--- src/rtl/hfc_consts.svh ---
/*
  Constants for the host-side controller that feeds and drains an external
  64x4 handshake buffer. Assumes a single 100 MHz clock and synchronous pins.
*/
// Overview of operation
// [RL1] Buffer holds 64 four-bit words, in order
// [RL2] Write and read sides run independently
// [RL3] Shift-in high with input-ready loads word
// [RL4] Drop shift-in, await input-ready low before next
// [RL5] Words ripple to output end internally
// [RL6] Output-valid rises when last position filled
// [RL7] Shift-out with output-valid releases the word
// [RL8] Drop shift-out, await output-valid low first
// [RL9] Output-valid stays low when buffer empties
// [RL10] Input-ready low while first position busy
`ifndef HFC_CONSTS_SVH
`define HFC_CONSTS_SVH
`define HFC_WORD_W 4
`define HFC_DEPTH 64
`define HFC_STAGE_W 8
`define HFC_STAGE_D 8
`define HFC_AW 3
`endif

--- src/rtl/hfc_pkg.sv ---
/*
  Types for the handshake buffer controller. Assumes hfc_consts.svh.
*/
`include "hfc_consts.svh"
package hfc_pkg;
  typedef logic [`HFC_WORD_W-1:0] hfc_word_t;
  typedef enum logic [2:0] {
    HFC_W_IDLE = 3'b001,
    HFC_W_STROBE = 3'b010,
    HFC_W_RELEASE = 3'b100
  } hfc_wst_e;
  typedef enum logic [2:0] {
    HFC_R_WAIT = 3'b001,
    HFC_R_STROBE = 3'b010,
    HFC_R_RELEASE = 3'b100
  } hfc_rst_e;
endpackage : hfc_pkg

--- src/rtl/hfc_stream_if.sv ---
/*
  Valid/ready stream between the controller and its staging FIFO.
  Assumes one clock shared by both ends.
*/
`timescale 1ns/1ps
interface hfc_stream_if #(parameter int W = 4);
  logic valid;
  logic ready;
  logic [W-1:0] data;
  modport src (output valid, output data, input ready);
  modport snk (input valid, input data, output ready);
endinterface : hfc_stream_if

--- src/rtl/hfc_ctrl.sv ---
/*
  Host-side controller for an external 64x4 handshake buffer. Words to be
  stored enter through a staging FIFO and are strobed into the buffer; words
  leaving the buffer are strobed out and presented on a result stream.
  Assumes buffer pins are synchronous to clock.
*/
`timescale 1ns/1ps
`include "hfc_consts.svh"
module hfc_ctrl import hfc_pkg::*; (
  input wire logic clock, // 100 MHz system clock
  input wire logic srst, // Synchronous reset, active high
  input wire logic wr_valid, // Word to store is offered
  input wire logic [`HFC_WORD_W-1:0] wr_data, // Word to store
  output logic wr_ready, // Staging FIFO could take a word on the previous cycle (registered)
  output logic rd_valid, // Word from buffer is presented
  output logic [`HFC_WORD_W-1:0] rd_data, // Word from buffer
  input wire logic rd_ready, // User takes the word
  input wire logic input_ready, // Buffer can accept a word
  output logic shift_in, // Write strobe to buffer
  output logic [`HFC_WORD_W-1:0] write_nibble, // Write word pins
  input wire logic output_valid, // Buffer holds a word at its output
  input wire logic [`HFC_WORD_W-1:0] read_nibble, // Read word pins
  output logic shift_out // Read strobe to buffer
);
  // ----------------------------------------
  // Staging FIFO
  // ----------------------------------------
  hfc_stream_if #(.W(`HFC_WORD_W)) up_s ();
  hfc_stream_if #(.W(`HFC_WORD_W)) st_s ();
  assign up_s.valid = wr_valid;
  assign up_s.data = wr_data;
  hfc_fifo #(.W(`HFC_WORD_W), .D(`HFC_STAGE_D), .AW(`HFC_AW)) u_stage (
    .clock(clock),
    .srst(srst),
    .in_s(up_s),
    .out_s(st_s)
  );
  hfc_wst_e wst_reg;
  hfc_wst_e wst_next;
  wire load_fire = (wst_reg == HFC_W_IDLE) && st_s.valid && input_ready; // RL10
  assign st_s.ready = load_fire;
  always_ff @(posedge clock) begin
    if (srst) wr_ready <= 1'b0;
    else wr_ready <= up_s.ready;
  end

  // ----------------------------------------
  // Write handshake
  // ----------------------------------------
  always_comb begin
    case (wst_reg)
      HFC_W_IDLE: wst_next = load_fire ? HFC_W_STROBE : HFC_W_IDLE;
      HFC_W_STROBE: wst_next = input_ready ? HFC_W_STROBE : HFC_W_RELEASE; // RL3
      HFC_W_RELEASE: wst_next = input_ready ? HFC_W_RELEASE : HFC_W_IDLE; // RL4
      default: wst_next = HFC_W_IDLE;
    endcase
  end
  always_ff @(posedge clock) begin
    if (srst) begin
      wst_reg <= HFC_W_IDLE;
      shift_in <= 1'b0;
      write_nibble <= '0;
    end else begin
      wst_reg <= wst_next;
      shift_in <= (wst_next == HFC_W_STROBE); // RL3
      if (load_fire) write_nibble <= st_s.data;
    end
  end

  // ----------------------------------------
  // Read handshake, independent of the write side
  // ----------------------------------------
  hfc_rst_e rst_reg;
  hfc_rst_e rst_next;
  wire out_free = !rd_valid || rd_ready;
  wire take = (rst_reg == HFC_R_WAIT) && output_valid && out_free; // RL6
  always_comb begin
    case (rst_reg)
      HFC_R_WAIT: rst_next = take ? HFC_R_STROBE : HFC_R_WAIT; // RL2
      HFC_R_STROBE: rst_next = output_valid ? HFC_R_STROBE : HFC_R_RELEASE; // RL7
      HFC_R_RELEASE: rst_next = output_valid ? HFC_R_RELEASE : HFC_R_WAIT; // RL8
      default: rst_next = HFC_R_WAIT;
    endcase
  end
  always_ff @(posedge clock) begin
    if (srst) begin
      rst_reg <= HFC_R_WAIT;
      shift_out <= 1'b0;
      rd_valid <= 1'b0;
      rd_data <= '0;
    end else begin
      rst_reg <= rst_next;
      shift_out <= (rst_next == HFC_R_STROBE); // RL7
      if (take) begin
        rd_valid <= 1'b1; // RL1
        rd_data <= read_nibble;
      end else if (rd_ready) begin
        rd_valid <= 1'b0; // RL9
      end
    end
  end
endmodule : hfc_ctrl

--- src/rtl/hfc_fifo.sv ---
/*
  Synchronous FIFO with valid/ready on both sides.
  Assumes one clock and a synchronous active-high reset.
*/
`timescale 1ns/1ps
module hfc_fifo #(
  parameter int W = 4,
  parameter int D = 8,
  parameter int AW = 3
) (
  input wire logic clock, // System clock
  input wire logic srst, // Synchronous reset
  hfc_stream_if.snk in_s, // Fill side
  hfc_stream_if.src out_s // Drain side
);
  logic [W-1:0] mem [D];
  logic [AW-1:0] wr_reg;
  logic [AW-1:0] rd_reg;
  logic [AW:0] cnt_reg;
  wire full = (cnt_reg == (AW+1)'(D));
  wire empty = (cnt_reg == '0);
  wire push = in_s.valid && !full;
  wire pop = !empty && out_s.ready;
  assign in_s.ready = !full;
  assign out_s.valid = !empty;
  assign out_s.data = mem[rd_reg];
  always_ff @(posedge clock) begin
    if (push) begin
      mem[wr_reg] <= in_s.data;
    end
  end
  always_ff @(posedge clock) begin
    if (srst) begin
      wr_reg <= '0;
      rd_reg <= '0;
      cnt_reg <= '0;
    end else begin
      if (push) wr_reg <= (wr_reg == AW'(D-1)) ? '0 : wr_reg + 1'b1;
      if (pop) rd_reg <= (rd_reg == AW'(D-1)) ? '0 : rd_reg + 1'b1;
      cnt_reg <= cnt_reg + (AW+1)'(push) - (AW+1)'(pop);
    end
  end
endmodule : hfc_fifo

--- config.mk ---
export PLATFORM = sky130hd
export DESIGN_NAME = hfc_ctrl
export DESIGN_NICKNAME = d
export VERILOG_FILES = /design/src/rtl/hfc_pkg.sv /design/src/rtl/hfc_stream_if.sv /design/src/rtl/hfc_ctrl.sv /design/src/rtl/hfc_fifo.sv
export VERILOG_INCLUDE_DIRS = /design/src /design/src/rtl
export SDC_FILE = /design/constraint.sdc
export NUM_CORES = 1
export LEC_CHECK = 0
export BUFFER_PORTS_ARGS = -buffer_cell sky130_fd_sc_hd__buf_4
export CAP_MARGIN = 20
export CORE_MARGIN = 5
export CORE_UTILIZATION = 55
export CTS_CLUSTER_SIZE = 10
export DETAILED_ROUTE_END_ITERATION = 12
export PLACE_DENSITY = 0.86
export SYNTH_ARGS = -nofsm -noshare
export SYNTH_HDL_FRONTEND = slang
export SYNTH_SLANG_ARGS = --single-unit
export TNS_END_PERCENT = 10
--- constraint.sdc ---
create_clock -name clock -period 5.5 [get_ports clock]
set_input_delay 0.55 -clock clock [delete_from_list [all_inputs] [get_ports clock]]
set_output_delay 0.55 -clock clock [all_outputs]
set_load 0.02 [all_outputs]
After elaboration in Yosys (flattened, before gate mapping):

Memory sizes are Yosys's and may differ from the RTL's. A register that Yosys moved wholly into a read port is not among the register bits.
Cells that the tools add are included.
Widths: inputs -> output; s select.

* register bits after elaboration: 24
* bits in latches: 0
* bits in writable memories: 32
* memory bits (read-only): 0
* bits of input ports: 14
* memories kept: 1

* $add $sub $neg: 4
* $mul: 0
* div/mod/pow operators: 0
* $lt $le $gt $ge: 0
* equal/unequal tests: 11
* shift operators: 0
* mux-type cells: 14
* bitwise operators: 0
* reduce and logical (&&, ||, !) cells: 12

Memory list
* u_stage.mem: words 8, bits a word 4, read ports 1, clocked after memory_dff 1, wr ports 1, RTL line hfc_fifo.sv:16 `logic [W-1:0] mem [D];`

Operators by type and width (number)
* $mux 3: 6
* $pmux 3 s3: 2
* $eq 3x2->1 const B: 4
* $eq 3x3->1 const B: 4
* $add 3x1->3 const B: 2
* $eq 3x1->1 const B: 2
* $logic_and 1x1->1: 6
* $add 4x1->4: 1
* $eq 4x4->1 const B: 1
* $logic_not 4->1: 1
* $mux 1: 4
* $mux 2: 2
* $sub 4x1->4: 1
* $logic_not 1->1: 3
* $reduce_bool 2->1: 1
* $logic_or 1x1->1: 1

Depth between registers and ports, before layout:

* depth in word-level cells: 7
* mapped depth: 13
* depth with buffers taken out: 12

Modules after synthesis:

A second synthesis with hierarchy kept.

* cells, all modules: 199
* area total of the unflattened synthesis: 2732.6 um^2

Modules (own cells, without submodules)
* hfc_fifo: instances 1, cells an instance 123, area each 1958.1 um^2, sequential area each 1221.2 um^2
* hfc_ctrl: instances 1, cells an instance 76, area each 774.5 um^2, sequential area each 360.3 um^2

Worst setup path after synthesis:

No wires, ideal clock.

* path type: register to register
* start: reg u_stage.cnt_reg[2]
* end: reg u_stage.cnt_reg[1]
* library setup time: 0.127 ns
* arrival time: 2.280 ns
* required time: 5.373 ns
* path slack: 3.093 ns
* cell stages (with the launch flop): 12
* buffers on the path: 1
* period minus slack after synthesis: 2.407 ns
* path through: dfxtp_1 inv_1 ha_1 nor3b_1 or4_1 buf_6 inv_1 ha_1 inv_1 ha_1 fa_1 nor2b_1

* longest elaborated chain between the ends: 6

RTL lines
* start, declared: RTL line hfc_fifo.sv:19 `logic [AW:0] cnt_reg;`
* start signal, assigned: RTL line hfc_fifo.sv:40 `cnt_reg <= cnt_reg + (AW+1)'(push) - (AW+1)'(pop);`
* $logic_not 4->1 (*): RTL line hfc_fifo.sv:21 `wire empty = (cnt_reg == '0);`
* $logic_not 1->1 (*): RTL line hfc_fifo.sv:23, hfc_fifo.sv:25
* $logic_and 1x1->1 (2 in series): RTL line hfc_ctrl.sv:40 `wire load_fire = (wst_reg == HFC_W_IDLE) && st_s.valid && input_ready;`
* $logic_and 1x1->1 (*): RTL line hfc_fifo.sv:23 `wire pop = !empty && out_s.ready;`
* net u_stage.pop: RTL line hfc_fifo.sv:23
* $sub 4x1->4 (*): RTL line hfc_fifo.sv:40

The timed path passes the listed nets; every way through them passes the cells marked *.
A chain may end at the register's enable or synchronous reset.

Final worst setup path:

Ends and elaborated chain as after synthesis.

==> impl_metrics.tcl <==
set metrics [dict create \
    outcome "finished, final reports clean" \
    fin_tns_setup_ns 0 \
    powerDensity_nw_per_um2 440 \
    peakVddDrop_mv 0.210 \
    cap_viol_max_count 0 \
    cts_repair_resize_count 0 \
    syn_inst 183 \
    ys_seq_area_share_pct 61.4 \
    clkSlewWorstSetupHoldPaths_ns 0.06 \
    firstDrtPassIters 4 \
    numCtsBuffers 9 \
    rsz0062_at_grt "false" \
    async_flop_share_pct 0 \
    synthTopCellsByArea "edfxtp_1 39%, dfxtp_1 23%, mux4_2 7.3%" \
    regMostFlops "u_stage.mem" \
    syn_area_per_cell_um2 13.5 \
    drt-total-wl_um 4040 \
    htreeDepth 3 \
    setup_viol 0 \
    critPathArrivalTime_ns 2.87 \
    netlist_area_um2 2480 \
    post-route-min-period_ns 2.66 \
    clk_root_buffer_cell "clkbuf_8" \
    clock.fmax_mhz 376 \
    io_pins 26 \
    via_count 1470 \
    crit_path_max_incr_delay_ns 0.70 \
    regToRegSetupSlack_ns 2.84 \
    hold_viol 0 \
    core_area_um2 4350 \
    crit_type "reg -> reg" \
    clkLatencyLatePin_ns 0.33 \
    route.detailed.drc 0 \
    synthToLayoutAreaGrowth_pct 17.4 \
    synth_largest_area_cell "edfxtp_1" \
    grt-ovfl-total 0 \
    vias_per_cell 5.49 \
    finClkSkew_ns 0.00740 \
    reg2regPathDepth 10 \
    die-area_um2 5940 \
    drt_iter0_markers 83 \
    worst_slack_ns 2.84 \
    yosysWarnings 0 \
    clk_path_buf_depth 2 \
    cts_hold_buf 0 \
    synth_edf_count 32 \
    ys_seq_elements 60 \
    cts_num_sinks 60 \
    drv_slew 0 \
    holdWs_ns 0.447 \
    synth_top_area_share_pct 38.8 \
    drt.antenna.violating_nets 0 \
    path_cells "inv_1, ha_1, nor3b_1, or4_1, inv_1, ha_1, inv_1, ha_1, fa_1, nor2b_1" \
    largest_reg_flops 32 \
    fp.dieW_um 77.1 \
    ys_types 32 \
    power.total_mw 1.28 \
    portBuffers 25 \
    place_congestion 0.707 \
    drive_gt1_share_pct 24.5 \
    endpoint_kind "flop" \
    timing.hold.worst.class "in -> reg" \
    grt_max_degree 29 \
    grt_usage_pct 15.0 \
    die_h_um 77.1 \
    start_util_pct 56.9 \
    period_share_pct 48.4 \
    wl_per_cell_um 15.1 \
    critPathSlowestCell "or4_1" \
    layout.cells.most_common "edfxtp_1" \
    tritoncts "done" \
    fill_cells 314 \
    diodes 0 \
    synth_nets 208 \
    maxSlewHeadroom_pct 48.5 \
    cp.required_ns 5.71 \
    antenna_found_initial 0 \
    worst_pin_slew_ns 0.765 \
    hpwlAfterDp_um 2760 \
    critical_path.startpoint_type "flop" \
    num_rows 24 \
    hold_depth 3 \
    final_cell_mix "32 x edfxtp_1, 28 x dfxtp_1, 25 x buf_4" \
    fin_util_pct 66.8 \
    dpl_worst_slack_ns 2.85 \
    cp_max_fo 9 \
    grt_first_pass_wirelength_um 6870 \
    cts_setup_buffers 0 \
    grt_pass1_vias 1452 \
    leakagePower_nw 1.15 \
    layout.nets 236 \
    synth_flop_cell "edfxtp_1" \
]
-- worst max-delay path: cells and delay by family, from the launching register on --
| family | cells | cell delay, ns |
|---|---|---|
| and+or+nand+nor | 3 | 0.97 |
| adders and majority gates | 4 | 1.01 |
| DFF | 1 | 0.30 |
| buffers and inverters | 3 | 0.25 |
-- synthesized netlist by cell type, types with 5 or more instances --
cell type,n
edfxtp_1,32
dfxtp_1,28
nor2_1,16
mux2i_1,11
a21oi_1,10
ha_1,10
nand2_1,9
inv_1,8
mux4_2,8
nand2b_1,6
nor3_1,6
clkbuf_1,5
-- metrics by stage --
step	cells	instance area, um2
global route	268	2910
finish	268	2910
CTS	268	2910
detailed placement	252	2690
global placement	252	2690
floorplan	183	2480
-- report_power, final --
group          leakage [nW]  total [mW]  internal, mW  switching [mW]
clock network         0.107       0.427         0.267           0.160
logic                 0.518       0.289         0.152           0.138
registers             0.520       0.564         0.522          0.0421
total                  1.15        1.28         0.940           0.340
-- cell type report --
type	instances	area, um2	area share, %
sequential	60	1520	52.3
clock inverter	4	72.6	2.50
inverter	8	30.0	1.03
timing repair buffer	25	188	6.45
multi-input combinational	107	886	30.5
tap	52	65.1	2.24
clock buffer	12	145	4.99
-- worst paths after layout --
check,endpoint,start
max reg2reg,u_stage.cnt_reg[1]$_SDFF_PP0_,u_stage.cnt_reg[2]$_SDFF_PP0_
max,u_stage.cnt_reg[1]$_SDFF_PP0_,u_stage.cnt_reg[2]$_SDFF_PP0_
min,rd_data[3]$_SDFFE_PP0P_,read_nibble[3]
min reg2reg,rst_reg[2]$_SDFF_PP0_,rst_reg[0]$_SDFF_PP1_
-- layer usage --
metal,GRT usage (%),wire (um)
met1,17.7,1700
met2,23.6,2040
met3,7.14,250
met4,5.67,59
met5,0,0
-- cells by family (layout without fill, tap and decap cells) --
family | Yosys count | count (layout) | synth area share (%)
buf+inv | 16 | 49 | 2.78
mux | 23 | 23 | 13.5
xor+xnor | 2 | 2 | 0.708
simple gates | 53 | 53 | 11.2
flops | 60 | 60 | 61.4
fa+ha+maj | 11 | 11 | 5.86
compound gates | 18 | 18 | 4.45
Note: power is estimated with default switching activity, not from simulation.
